--- config.mk ---
export PLATFORM = sky130hd
export DESIGN_NAME = bvs_top
export DESIGN_NICKNAME = d
export VERILOG_FILES = /design/src/rtl/bvs_pkg.sv /design/src/rtl/bvs_top.sv
export SDC_FILE = /design/constraint.sdc
export NUM_CORES = 1
export LEC_CHECK = 0
export BUFFER_PORTS_ARGS = -buffer_cell sky130_fd_sc_hd__buf_2
export CORE_ASPECT_RATIO = 0.6
export CORE_MARGIN = 4
export CORE_UTILIZATION = 60
export CTS_CLUSTER_SIZE = 28
export DETAILED_ROUTE_END_ITERATION = 10
export PLACE_DENSITY = 0.81
export SYNTH_ARGS = -nofsm -noshare
export SYNTH_HDL_FRONTEND = slang
export SYNTH_SLANG_ARGS = --single-unit
--- constraint.sdc ---
create_clock -name pclk -period 18.6 [get_ports pclk]
set_clock_uncertainty 0.2 [all_clocks]
set_input_delay 4.65 -clock pclk [delete_from_list [all_inputs] [get_ports pclk]]
set_output_delay 4.65 -clock pclk [all_outputs]
set_load 0.1 [all_outputs]
--- src/rtl/bvs_pkg.sv ---
// constants for the bus voltage supervisor and group fault logic
package bvs_pkg;
    // register byte offsets
    localparam logic [7:0] CTRL_OFS = 8'h00;
    localparam logic [7:0] LOW_THR_OFS = 8'h04;
    localparam logic [7:0] HIGH_THR_OFS = 8'h08;
    localparam logic [7:0] LEVEL_OFS = 8'h0c;
    localparam logic [7:0] STATUS_OFS = 8'h10;
    localparam logic [7:0] PROG_OFS = 8'h14;
    localparam logic [7:0] PROP_OFS = 8'h18;
    localparam logic [7:0] AUX_OFS = 8'h1c;
    // control fields
    localparam int CTRL_AUTO_ON = 0;
    localparam int CTRL_REF_EXT = 1;
    localparam int CTRL_TURN_ON = 2;
    // status fields
    localparam int ST_BUS_LOW = 0;
    localparam int ST_BUS_HIGH = 1;
    localparam int ST_REF_ACT = 2;
    localparam int ST_FRONT_END_ENABLE = 3;
    localparam int ST_CROWBAR = 4;
    localparam int ST_OK_LSB = 8;
    localparam int ST_AUX_LSB = 12;
    localparam int ST_STATE_LSB = 16;
    // propagation fields
    localparam int PROP_ERR_FE_LSB = 16;
    localparam int PROP_ERR_CB_LSB = 20;
    // aux fields
    localparam int AUX_BLK_LSB = 4;
    localparam int AUX_GRP_LSB = 8;
    // reset values
    localparam logic [2:0] CTRL_RST = 3'h0;
    localparam logic [9:0] LOW_THR_RST = 10'h000;
    localparam logic [9:0] HIGH_THR_RST = 10'h3ff;
    localparam logic [23:0] PROP_RST = 24'h00_0000;
    localparam logic [15:0] AUX_RST = 16'h0000;
    // timing, in the units printed
    localparam int CLK_PERIOD_NS = 50;
    localparam int MS_NS = 1_000_000;
    localparam int MS_CYCLES = (MS_NS + CLK_PERIOD_NS - 1) / CLK_PERIOD_NS;
    localparam int OV_TIMEOUT_MS = 50;
    localparam int RESTART_MS = 1000;
    localparam int CROWBAR_MS = 1;
    localparam int TRIP_DELAY_MS = 1;
    localparam int HYST_CODES = 8;
    // external reference scaling: 2.5 over 2.56 is 125 over 128
    localparam logic [16:0] EXT_SCALE_MUL = 17'h0_007d;
    localparam int EXT_SCALE_SHIFT = 7;
    localparam int GROUPS_MAX = 4;
    // supervisor states
    typedef enum logic [7:0] {
        S_RUN = 8'h01,
        S_UV = 8'h02,
        S_PROG = 8'h04,
        S_OV1 = 8'h08,
        S_OV2 = 8'h10,
        S_CB = 8'h20,
        S_HOLD = 8'h40,
        S_RESTART = 8'h80
    } bvs_state_e;
endpackage : bvs_pkg

--- src/rtl/bvs_top.sv ---
// bus voltage supervisor with group fault propagation, apb registers
// What this block does
// - sample bus level with ten-bit converter continuously
// - compare every sample to low, high thresholds
// - symmetric fixed hysteresis around both thresholds
// - below low minus hysteresis: pull fault lines
// - undervoltage clears programming status, saves runtime
// - readable bus-low and bus-high status flags
// - recovery reprograms, then auto or host turn-on
// - above high plus hysteresis: pull lines, save
// - overvoltage past timeout: front end off, clear
// - further timeout: one fixed crowbar pulse
// - one second after recovery: restart front end
// - about one millisecond trip delay
// - select internal or external reference, rescale
// - reference change applies after reset only
// - up to four groups of converters
// - propagate falling group line within ten microseconds
// - errors may kill front end, fire crowbar
// - per aux bit blocks fault to enable
// - aux status never pulls group lines
//
// Added by the designer: the APB slave port and the placing of the registers.
`timescale 1ns/100ps
`default_nettype none
module bvs_top
    import bvs_pkg::*;
#(
    parameter int TICK_CYCLES = MS_CYCLES,
    parameter int GROUPS = GROUPS_MAX,
    parameter int HYST = HYST_CODES,
    parameter int OV_MS = OV_TIMEOUT_MS,
    parameter int RESTART_DLY_MS = RESTART_MS,
    parameter int CB_MS = CROWBAR_MS,
    parameter int TRIP_MS = TRIP_DELAY_MS
) (
    // clock and reset
    input wire logic pclk,
    input wire logic presetn,
    // apb slave
    input wire logic psel,
    input wire logic penable,
    input wire logic pwrite,
    input wire logic [7:0] paddr,
    input wire logic [31:0] pwdata,
    output logic [31:0] prdata,
    output logic pready,
    output logic pslverr,
    // converter result
    input wire logic [9:0] adc_data,
    input wire logic adc_valid,
    // group fault lines, open drain
    input wire logic [3:0] ok_in,
    output logic [3:0] ok_out,
    output logic [3:0] ok_oe,
    // converter error lines, low active
    input wire logic [3:0] err_in_n,
    // front end and crowbar
    output logic front_end_enable,
    output logic crowbar_trigger,
    // host reset pin
    input wire logic host_hardware_reset_n,
    // programming and run-time storage handshakes
    output logic reprogram_req,
    input wire logic reprogram_done,
    input wire logic [31:0] prog_ok_set,
    output logic turn_on_req,
    output logic runtime_save_req,
    // auxiliary devices
    output logic [3:0] aux_enable,
    input wire logic [3:0] aux_power_good
);
    localparam int TW = $clog2(TICK_CYCLES + 1);
    localparam int CBW = $clog2(CB_MS * TICK_CYCLES + 1);
    localparam logic [3:0] GRP_MASK = 4'((1 << GROUPS) - 1);
    bvs_state_e st_q, st_d;
    logic [12:0] sy1_q, sy2_q;
    logic hrst_prev_q, ref_ld_q, ref_act_q;
    logic [3:0] err_prev_q;
    logic [9:0] level_q, low_thr_q, high_thr_q;
    logic [2:0] ctrl_q;
    logic [23:0] prop_q;
    logic [15:0] aux_q;
    logic bus_low_q, bus_high_q, fe_q;
    logic [31:0] prog_q, prdata_q;
    logic [TW-1:0] tick_q;
    logic [11:0] tmr_q, qual_q;
    logic [CBW-1:0] errcb_q;
    logic [3:0] ok_oe_q, aux_en_q;
    logic req_q, on_q, save_q;
    // pin inputs after the second flop
    logic [3:0] ok_low, err_low, aux_pg;
    logic hrst_s;
    assign ok_low = ~sy2_q[3:0] & GRP_MASK;
    assign err_low = ~sy2_q[7:4] & GRP_MASK;
    assign aux_pg = sy2_q[11:8];
    assign hrst_s = sy2_q[12];
    // two flop synchroniser for every pin input
    always_ff @(posedge pclk or negedge presetn)
    begin
        if (!presetn)
        begin
            sy1_q <= 13'h1fff;
            sy2_q <= 13'h1fff;
        end
        else
        begin
            sy1_q <= {host_hardware_reset_n, aux_power_good, err_in_n, ok_in};
            sy2_q <= sy1_q;
        end
    end
    // apb decode
    logic setup, wr_en, hit;
    logic wr_ctrl, wr_low, wr_high, wr_stat, wr_prop, wr_aux;
    assign setup = psel & ~penable;
    assign wr_en = psel & penable & pwrite;
    assign hit = (paddr[7:5] == 3'h0) && (paddr[1:0] == 2'h0);
    assign wr_ctrl = wr_en && paddr == CTRL_OFS;
    assign wr_low = wr_en && paddr == LOW_THR_OFS;
    assign wr_high = wr_en && paddr == HIGH_THR_OFS;
    assign wr_stat = wr_en && paddr == STATUS_OFS;
    assign wr_prop = wr_en && paddr == PROP_OFS;
    assign wr_aux = wr_en && paddr == AUX_OFS;
    assign pready = 1'b1;
    assign pslverr = psel & penable & ~hit;
    assign prdata = prdata_q;
    // comparisons on the latest sample, widened to avoid wrap
    logic [16:0] lvl_mul;
    logic [10:0] lv, lo, hi, hy;
    logic uv_cond, above_low, ov_cond, below_high;
    assign lvl_mul = {7'h00, level_q} * EXT_SCALE_MUL;
    // external reference reads 125/128 of the internal code scale
    assign lv = {1'b0, ref_act_q ? lvl_mul[EXT_SCALE_SHIFT +: 10] : level_q};
    assign lo = {1'b0, low_thr_q};
    assign hi = {1'b0, high_thr_q};
    assign hy = 11'(HYST);
    assign uv_cond = (lv + hy) < lo;
    assign above_low = lv > (lo + hy);
    assign ov_cond = lv > (hi + hy);
    assign below_high = (lv + hy) < hi;
    // millisecond tick, realigned on every state change
    logic tick, st_chg;
    assign tick = tick_q == TW'(TICK_CYCLES - 1);
    assign st_chg = st_d != st_q;
    logic ov_to, rs_to, cb_to, q_to;
    assign ov_to = tmr_q == 12'(OV_MS);
    assign rs_to = tmr_q == 12'(RESTART_DLY_MS);
    assign cb_to = tmr_q == 12'(CB_MS);
    // one spare tick: the free-running prescaler may tick at once
    assign q_to = qual_q == 12'(TRIP_MS + 1);
    // supervisor sequence
    always_comb
    begin
        st_d = st_q;
        unique case (st_q)
            S_RUN:
                if (ov_cond && q_to)
                    st_d = S_OV1;
                else if (uv_cond && q_to)
                    st_d = S_UV;
            S_UV:
                if (above_low)
                    st_d = S_PROG;
            S_PROG:
                if (uv_cond)
                    st_d = S_UV;
                else if (reprogram_done)
                    st_d = S_RUN;
            S_OV1:
                if (below_high)
                    st_d = S_RESTART;
                else if (ov_to)
                    st_d = S_OV2;
            S_OV2:
                if (below_high)
                    st_d = S_RESTART;
                else if (ov_to)
                    st_d = S_CB;
            S_CB:
                if (cb_to)
                    st_d = S_HOLD;
            S_HOLD:
                if (below_high)
                    st_d = S_RESTART;
            S_RESTART:
                if (ov_cond)
                    st_d = S_OV1;
                else if (rs_to)
                    st_d = S_PROG;
        endcase
    end
    // events taken on state entry
    logic enter_uv, enter_ov1, enter_ov2, enter_prog, leave_rst, go_run;
    assign enter_uv = st_chg && st_d == S_UV;
    assign enter_ov1 = st_chg && st_d == S_OV1;
    assign enter_ov2 = st_chg && st_d == S_OV2;
    assign enter_prog = st_chg && st_d == S_PROG;
    assign leave_rst = st_chg && st_q == S_RESTART && st_d == S_PROG;
    assign go_run = st_chg && st_d == S_RUN;
    // state, timers and trip qualifier
    always_ff @(posedge pclk or negedge presetn)
    begin
        if (!presetn)
        begin
            st_q <= S_UV;
            tick_q <= '0;
            tmr_q <= 12'h000;
            qual_q <= 12'h000;
        end
        else
        begin
            st_q <= st_d;
            tick_q <= (st_chg || tick) ? '0 : tick_q + 1'b1;
            tmr_q <= st_chg ? 12'h000 : tmr_q + {11'h000, tick};
            // the condition must hold a full delay before tripping
            qual_q <= (st_q != S_RUN || !(uv_cond || ov_cond)) ? 12'h000 :
                (q_to ? qual_q : qual_q + {11'h000, tick});
        end
    end
    // sample latch and status flags; a new event beats a clear
    always_ff @(posedge pclk or negedge presetn)
    begin
        if (!presetn)
        begin
            level_q <= 10'h000;
            bus_low_q <= 1'b0;
            bus_high_q <= 1'b0;
            fe_q <= 1'b1;
        end
        else
        begin
            if (adc_valid)
                level_q <= adc_data;
            bus_low_q <= enter_uv | (bus_low_q & ~(wr_stat & pwdata[ST_BUS_LOW]));
            bus_high_q <= enter_ov2 | (bus_high_q & ~(wr_stat & pwdata[ST_BUS_HIGH]));
            if (enter_ov2)
                fe_q <= 1'b0;
            else if (leave_rst)
                fe_q <= 1'b1;
        end
    end
    // programming status: undervoltage and overvoltage timeout wipe it, set pulses still win
    always_ff @(posedge pclk or negedge presetn)
    begin
        if (!presetn)
            prog_q <= 32'h0000_0000;
        else
            prog_q <= ((enter_uv || enter_ov2) ? 32'h0000_0000 : prog_q) | prog_ok_set;
    end
    // handshake pulses towards programmer, storage and converters
    always_ff @(posedge pclk or negedge presetn)
    begin
        if (!presetn)
        begin
            req_q <= 1'b0;
            on_q <= 1'b0;
            save_q <= 1'b0;
        end
        else
        begin
            req_q <= enter_prog;
            on_q <= (go_run && ctrl_q[CTRL_AUTO_ON]) ||
                (wr_ctrl && pwdata[CTRL_TURN_ON] && st_q == S_RUN);
            save_q <= enter_uv | enter_ov1;
        end
    end
    assign reprogram_req = req_q;
    assign turn_on_req = on_q;
    assign runtime_save_req = save_q;
    // reference selection only moves at reset release or host reset
    always_ff @(posedge pclk or negedge presetn)
    begin
        if (!presetn)
        begin
            ref_ld_q <= 1'b1;
            ref_act_q <= 1'b0;
            hrst_prev_q <= 1'b1;
        end
        else
        begin
            ref_ld_q <= 1'b0;
            hrst_prev_q <= hrst_s;
            if (ref_ld_q || (hrst_s && !hrst_prev_q))
                ref_act_q <= ctrl_q[CTRL_REF_EXT];
        end
    end
    // inter-group propagation; mutual pairs in the map would latch
    logic [3:0] prop_drv;
    logic sup_drv;
    assign sup_drv = !(st_q == S_RUN || st_q == S_PROG);
    for (genvar t = 0; t < GROUPS_MAX; t++)
    begin : g_prop
        logic [3:0] src;
        for (genvar g = 0; g < GROUPS_MAX; g++)
        begin : g_src
            assign src[g] = prop_q[4 * g + t];
        end
        assign prop_drv[t] = |(ok_low & src);
    end
    // aux enables; aux status never feeds any group line
    for (genvar i = 0; i < 4; i++)
    begin : g_aux
        logic [1:0] grp;
        assign grp = aux_q[AUX_GRP_LSB + 2 * i +: 2];
        always_ff @(posedge pclk or negedge presetn)
        begin
            if (!presetn)
                aux_en_q[i] <= 1'b0;
            else
                aux_en_q[i] <= aux_q[i] & ~(ok_low[grp] & ~aux_q[AUX_BLK_LSB + i]);
        end
    end
    assign aux_enable = aux_en_q;
    // group line drivers, registered for a clean pull
    always_ff @(posedge pclk or negedge presetn)
    begin
        if (!presetn)
            ok_oe_q <= 4'h0;
        else
            ok_oe_q <= ({4{sup_drv}} | prop_drv) & GRP_MASK;
    end
    assign ok_oe = ok_oe_q;
    assign ok_out = 4'h0;
    // error path: front end kill is a level, crowbar a one-shot
    logic err_fe, err_cb;
    assign err_fe = |(err_low & prop_q[PROP_ERR_FE_LSB +: 4]);
    assign err_cb = |(err_low & ~err_prev_q & prop_q[PROP_ERR_CB_LSB +: 4]);
    always_ff @(posedge pclk or negedge presetn)
    begin
        if (!presetn)
        begin
            err_prev_q <= 4'h0;
            errcb_q <= '0;
        end
        else
        begin
            err_prev_q <= err_low;
            if (err_cb)
                errcb_q <= CBW'(CB_MS * TICK_CYCLES);
            else if (errcb_q != '0)
                errcb_q <= errcb_q - 1'b1;
        end
    end
    assign front_end_enable = fe_q & ~err_fe;
    assign crowbar_trigger = (st_q == S_CB) || (errcb_q != '0);
    // software registers
    always_ff @(posedge pclk or negedge presetn)
    begin
        if (!presetn)
        begin
            ctrl_q <= CTRL_RST;
            low_thr_q <= LOW_THR_RST;
            high_thr_q <= HIGH_THR_RST;
            prop_q <= PROP_RST;
            aux_q <= AUX_RST;
        end
        else
        begin
            if (wr_ctrl)
                ctrl_q <= {1'b0, pwdata[CTRL_REF_EXT], pwdata[CTRL_AUTO_ON]};
            if (wr_low)
                low_thr_q <= pwdata[9:0];
            if (wr_high)
                high_thr_q <= pwdata[9:0];
            if (wr_prop)
                prop_q <= pwdata[23:0];
            if (wr_aux)
                aux_q <= pwdata[15:0];
        end
    end
    // read mux, captured in the setup cycle
    logic [31:0] stat_word, rd_word;
    assign stat_word = {8'h00, st_q, aux_pg, ~ok_low, 3'h0, crowbar_trigger,
        front_end_enable, ref_act_q, bus_high_q, bus_low_q};
    assign rd_word = (paddr == CTRL_OFS) ? {29'h0, ctrl_q} :
        (paddr == LOW_THR_OFS) ? {22'h0, low_thr_q} :
        (paddr == HIGH_THR_OFS) ? {22'h0, high_thr_q} :
        (paddr == LEVEL_OFS) ? {22'h0, level_q} :
        (paddr == STATUS_OFS) ? stat_word :
        (paddr == PROG_OFS) ? prog_q :
        (paddr == PROP_OFS) ? {8'h00, prop_q} :
        (paddr == AUX_OFS) ? {16'h0000, aux_q} : 32'h0000_0000;
    always_ff @(posedge pclk or negedge presetn)
    begin
        if (!presetn)
            prdata_q <= 32'h0000_0000;
        else if (setup && !pwrite)
            prdata_q <= rd_word;
    end
endmodule : bvs_top
`default_nettype wire

==> metrics.yaml, run 1 <==
timing:
  hold_viol_final: 0
  rsz0062_at_grt: "no"
  period_minus_slack_ps: 10790
  maxSlewViolCount: 0
  max_freq_mhz: 92.6
  max_slew_margin_pct: 13.9
  worst_slew_pin_slew_ps: 1290
  setup_tns_ps: 0
  finalCritPeriodShare_pct: 58.0
  setup_viol: 0
floorplan:
  io_pins: 153
  rows: 42
  start_util_pct: 62.2
  dieArea_mm2: 0.0259
  die_w_um: 205
  die_h_um: 126
  core_mm2: 0.0225
global_route:
  grt_pass1_vias: 11203
  grt_overflow: 0
  use_met1_pct: 43.9
  grt_max_degree: 90
  use_met2_pct: 41.1
  grt_pass1_wl_mm: 59.6
  grt_antenna_before_repair: 2
  top_usage_layer: "met1"
  grt_use_total_pct: 28.6
  gr-usage-met3_pct: 6.73
detailed_routing:
  post_drt_wl_per_cell_um: 20.3
  drt-initial-drc-count: 1164
  wirelength_mm: 37.2
  drc_errors: 0
  first_pass_iters: 6
  vias: 11442
  viasPerCell: 6.27
  ant_nets: 0
critical_path:
  worstPathArrival_ps: 5940
  path_cells: "buf_2, or4_1, nor2_1, nor2_1, buf_2"
  critPathMaxFanout: 4
  worstSetupEndpointType: "output port"
  max_stage_delay_ps: 550
  required_ps: 13750
  crit_type: "in -> out"
  crit_path_top_delay_cell: "or4_1"
  start_kind: "primary input"
place:
  placedInstanceArea_mm2: 0.0149
  port_buffers: 139
  hpwl_mm: 27.1
  place.gp.congestion: 0.940
synth:
  synthFlopType: "dfrtp_1"
  async_reset_ff_share_pct: 100
  synth.avg_cell_area_um2: 10.1
  synth_cell_types: 80
  postSynthCellCount: 1384
  yosys_warnings: 0
  ys_seq_area_share_pct: 44.2
  synth_edf_count: 0
  synth_area_mm2: 0.0140
  ys_ff_latch: 245
outcome:
  status: "finished clean"
hold_path:
  hold_class: "reg -> reg"
pwr:
  p_leak_nw: 7.24
  power.density_mw_per_mm2: 107
  peakVddDrop_mv: 0.0744
clock_network:
  root_buffer: "clkbuf_16"
  post_cts_buffers: 0
  cts_tree: "yes"
  cts.sinks: 245
  ctsResizeCount: 0
  cts_buffers: 23
  htree_levels: 1
  cts_hold_buf: 0
  clock_path_buffers: 3
  clk_pin_slew_worst_paths_ps: 70
  clk_latency_ps: 530
final_layout:
  area.growth.synth_to_final_pct: 12.4
  layout_common_cells: "205 x dfrtp_1, 138 x buf_2, 110 x nor2_1"
  drive_gt1_share_pct: 20.3
  nets: 1710
  design_area_mm2: 0.0157
  final_common_cell: "dfrtp_1"
  post-route-util_pct: 69.9
flow_run:
  timing.max_cap.violations: 0
registers in the layout, indices dropped and copies added (netlist names), 12 cells and up:
signal / count
prdata: 32
sy1_q: 13
prop_q: 24
prog_q: 32
errcb_q: 15
qual_q: 12
tick_q: 15
tmr_q: 12
aux_q: 16
sy2_q: 13
report_power, final:
group | switching (W) | internal (W) | total (W)
Sequential | 0.0000295 | 0.000565 | 0.000595
Clock | 0.000210 | 0.000279 | 0.000489
Combinational | 0.000377 | 0.000214 | 0.000591
Total | 0.000617 | 0.00106 | 0.00168
final timing paths:
path | from | cells past startpoint | to | slack (ps)
max | paddr[0] | 5 | pslverr | 7810
min | sy1_q[10] | 0 | sy2_q[10] | 150
max reg2reg | level_q[4] | 24 | tick_q[10] | 9770
min reg2reg | sy1_q[10] | 0 | sy2_q[10] | 150
max in group asynchronous | presetn | 2 | errcb_q[7] | 12780
min in group asynchronous | presetn | 1 | level_q[4] | 3930
worst max-delay path: cells and delay by family:
family,cells,cell delay (ps)
buffers and inverters,2,390
AND/OR/NAND/NOR,3,900
cells by family (layout without fill, tap and decap cells):
| logic type | after synthesis | after routing | synth area share (%) |
|---|---|---|---|
| flip-flops | 245 | 245 | 44.2 |
| adder cells (fa/ha/maj) | 109 | 109 | 11.3 |
| other | 2 | 8 | 0.0537 |
| AO/OA/AOI/OAI | 313 | 313 | 15.1 |
| multiplexers | 68 | 68 | 5.82 |
| AND/OR/NAND/NOR | 410 | 410 | 14.5 |
| XOR/XNOR | 68 | 68 | 4.26 |
| buffers and inverters | 169 | 297 | 4.75 |
layer usage:
layer	wire length, um	vias up	part of all wire [%]
li1	-	5159	-
met3	3910	75	11
met4	966	2	2.6
met5	7	-	0.019
met2	15500	568	42
met1	16700	5638	45
area by class of cell:
cell class              count  area (um2)
clock buffers              31         656
inverters                 105         394
flip-flops and latches    245        6180
fillers                  1738        6770
diodes                      2        5.00
well taps                 308         385
repair buffers            150         788
multi-input cells         974        7180
clock inverters            11         130
cell usage after synthesis (all sizes together), types with 6 or more instances:
library cell | count | area (um2)
a22o | 18 | 158
a22oi | 26 | 195
xor2 | 32 | 280
nor3 | 35 | 180
nand2 | 77 | 289
o21a | 13 | 97.6
mux2i | 15 | 150
o21ai | 79 | 395
clkbuf | 45 | 169
dfstp | 40 | 1050
a21o | 11 | 82.6
nand2b | 10 | 62.6
o22ai | 10 | 62.6
dfrtp | 205 | 5130
nor2b | 10 | 62.6
ha | 80 | 1000
and3 | 14 | 87.6
fa | 29 | 581
xnor2 | 36 | 315
buf | 19 | 101
a21oi | 66 | 330
mux2 | 47 | 529
nor2 | 111 | 417
a221oi | 9 | 103
a31oi | 22 | 138
nor4 | 15 | 93.8
nand3 | 73 | 365
o31ai | 11 | 82.6
nand4 | 17 | 113
mux4 | 6 | 135
inv | 104 | 390
or3 | 14 | 87.6
metrics by stage:
stage | hold slack, ps | total power [W] | setup WS, ps | cells
2_1_floorplan | 145 | 0.00104 | 7660 | 1388
3_3_place_gp | 145 | 0.00115 | 7830 | 1782
3_5_place_dp | 147 | 0.00118 | 7820 | 1782
4_1_cts | 155 | 0.00167 | 7820 | 1824
5_1_grt | 159 | 0.00177 | 7770 | 1825
6_report | 152 | 0.00168 | 7810 | 1826
(Power assumes the default switching activity.)
==> run 2: changes to the inputs <==
--- a/config.mk
+++ b/config.mk
@@ -8,10 +8,10 @@
 export BUFFER_PORTS_ARGS = -buffer_cell sky130_fd_sc_hd__buf_2
 export CORE_ASPECT_RATIO = 0.6
 export CORE_MARGIN = 4
-export CORE_UTILIZATION = 60
+export CORE_UTILIZATION = 54
 export CTS_CLUSTER_SIZE = 28
 export DETAILED_ROUTE_END_ITERATION = 10
-export PLACE_DENSITY = 0.81
+export PLACE_DENSITY = 0.77
 export SYNTH_ARGS = -nofsm -noshare
 export SYNTH_HDL_FRONTEND = slang
 export SYNTH_SLANG_ARGS = --single-unit
==> constraint.sdc (replaced) <==
create_clock -name pclk -period 9.47 [get_ports pclk]
set_clock_uncertainty 0.2 [all_clocks]
set_input_delay 2.3675 -clock pclk [delete_from_list [all_inputs] [get_ports pclk]]
set_output_delay 2.3675 -clock pclk [all_outputs]
set_load 0.1 [all_outputs]
==> metrics.yaml, run 2 (synthesis results as in run 1) <==
outcome:
  status: "finished clean"  # unchanged
floorplan:
  die_h_um: 133  # was 126 um
  die_w_um: 216  # was 205 um
  start_util_pct: 55.1  # was 62.2%
  dieArea_mm2: 0.0286  # was 0.0259 mm2
  rows: 45  # was 42
  core_mm2: 0.0254  # was 0.0225 mm2
  io_pins: 153  # unchanged
clock_network:
  clk_latency_ps: 530  # about the same
  cts_buffers: 24  # was 23
  ctsResizeCount: 0  # unchanged
  clock_path_buffers: 3  # unchanged
  cts_hold_buf: 0  # unchanged
  htree_levels: 1  # unchanged
  clk_pin_slew_worst_paths_ps: 60  # was 70 ps
  cts.sinks: 245  # unchanged
  cts_tree: "yes"  # unchanged
  post_cts_buffers: 0  # unchanged
  root_buffer: "clkbuf_16"  # unchanged
critical_path:
  required_ps: 9650  # was 13750 ps
  critPathMaxFanout: 27  # was 4
  worstSetupEndpointType: "flip-flop"  # was output port
  worstPathArrival_ps: 8780  # was 5940 ps
  start_kind: "flip-flop"  # was primary input
  crit_type: "reg -> reg"  # was in -> out
flow_run:
  timing.max_cap.violations: 0  # unchanged
detailed_routing:
  viasPerCell: 6.04  # was 6.27
  drt-initial-drc-count: 1067  # was 1164
  post_drt_wl_per_cell_um: 19.9  # was 20.3 um
  drc_errors: 0  # unchanged
  vias: 11302  # was 11442
  wirelength_mm: 37.3  # was 37.2 mm
  ant_nets: 0  # unchanged
  first_pass_iters: 6  # unchanged
hold_path:
  hold_class: "reg -> reg"  # unchanged
pwr:
  seqPwrFrac_pct: 36.0  # was 35.5%
  p_switching_w: 0.00121  # was 0.000617 W
  switching_share_pct: 37.3  # was 36.8%
  power_w: 0.00324  # was 0.00168 W
  power.density_mw_per_mm2: 206  # was 107 mW/mm2
  intPower_w: 0.00203  # was 0.00106 W
  clock_power_share_pct: 28.6  # was 29.2%
  peakVddDrop_mv: 0.148  # was 0.0744 mV
  combPwrFrac_pct: 35.3  # about the same
  p_leak_nw: 7.24  # about the same
place:
  hpwl_mm: 27.2  # was 27.1 mm
  place.gp.congestion: 0.965  # was 0.940
  placedInstanceArea_mm2: 0.0150  # was 0.0149 mm2
  port_buffers: 139  # unchanged
timing:
  max_slew_margin_pct: 14.5  # was 13.9%
  hold_viol_final: 0  # unchanged
  maxSlewViolCount: 0  # unchanged
  rsz0062_at_grt: "no"  # unchanged
  worst_slew_pin_slew_ps: 1280  # was 1290 ps
  max_freq_mhz: 116
  period_minus_slack_ps: 8600
  setup_tns_ps: 0  # unchanged
  finalCritPeriodShare_pct: 90.8
  setup_viol: 0  # unchanged
final_layout:
  final_common_cell: "dfrtp_1"  # unchanged
  layout_common_cells: "205 x dfrtp_1, 138 x buf_2, 110 x nor2_1"  # unchanged
  area.growth.synth_to_final_pct: 12.7  # was 12.4%
  design_area_mm2: 0.0158  # was 0.0157 mm2
  drive_gt1_share_pct: 20.4  # was 20.3%
  antenna-diode-count: 0  # was 2
  nets: 1712  # was 1710
global_route:
  grt_use_total_pct: 25.8  # was 28.6%
  grt_overflow: 0  # unchanged
  grt_max_degree: 129  # was 90
  grt_antenna_before_repair: 1  # was 2
  grt_pass1_wl_mm: 59.9  # was 59.6 mm
  grt_pass1_vias: 11086  # was 11203
## run 2: cell count changes in the layout (fill, tap and decap cells not counted)
cell	change
clkinv_2	+3
bufinv_16	-2
diode_2	-2
buf_12	+1
clkbuf_16	+1
clkbuf_8	-1
clkinv_4	+1
clkinv_8	+1
inv_16	-1
## run 2: layout make-up
type                       instances  area, um2
fill                            2129       9630
multi-input combinational        974       7180
sequential                       245       6180
timing repair buffer             151        808
clock buffer                      31        667
tap                              352        440
inverter                         105        394
clock inverter                    13       90.1
## run 2: worst paths after layout
| kind | startpoint | to | slack (ps) | cells after the start |
|---|---|---|---|---|
| worst max-delay path | level_q[4] | tick_q[10] | 870 | 25 |
| worst min-delay path | sy1_q[7] | sy2_q[7] | 160 | 0 |
| worst max register to register | level_q[4] | tick_q[10] | 870 | 25 |
| worst min register to register | sy1_q[7] | sy2_q[7] | 160 | 0 |
| max in group asynchronous | presetn | errcb_q[12] | 6270 | 2 |
| min in group asynchronous | presetn | level_q[6] | 1640 | 1 |
## run 2: power by group through the flow
stage | Clock, W | Combinational (W) | Sequential [W]
2_1_floorplan | 0 | 0.000796 | 0.00125
3_3_place_gp | 0 | 0.00109 | 0.00118
3_5_place_dp | 0 | 0.00113 | 0.00119
4_1_cts | 0.000946 | 0.00113 | 0.00117
5_1_grt | 0.000984 | 0.00128 | 0.00118
6_report | 0.000927 | 0.00115 | 0.00117
## run 2: stage by stage
stage | util [%] | hold WS, ps | cells | setup WS [ps]
after floorplan | - | 145 | 1388 | 2460
after global placement | 59.1 | 145 | 1827 | 1290
after detailed placement | 59.1 | 147 | 1827 | 1070
after CTS | 62.1 | 156 | 1871 | 1020
after global routing | 62.1 | 158 | 1871 | 320
final | 62.1 | 155 | 1871 | 867
## run 2: per-layer routing
metal	share of wire, %	global-route usage [%]
met1	46	39.5
met2	42	37.3
met3	10	7.00
met4	1.9	4.86
met5	0.019	0
## run 2: worst max-delay path: stages, from the launching register on
cell,delay [ps]
dfrtp_1,560
inv_1,240
fa_1,530
fa_1,520
inv_1,50
fa_1,510
inv_1,60
fa_1,500
inv_1,40
ha_1,420
nand2_1,110
o21ai_1,440
a221oi_2,180
xnor2_1,230
a21o_1,290
o21ai_0,220
nor3b_1,270
xor2_1,270
ha_1,300
a2111o_1,370
o22a_1,190
a31oi_1,580
nand2b_1,220
a21oi_1,280
o211ai_4,720
nor3_1,150
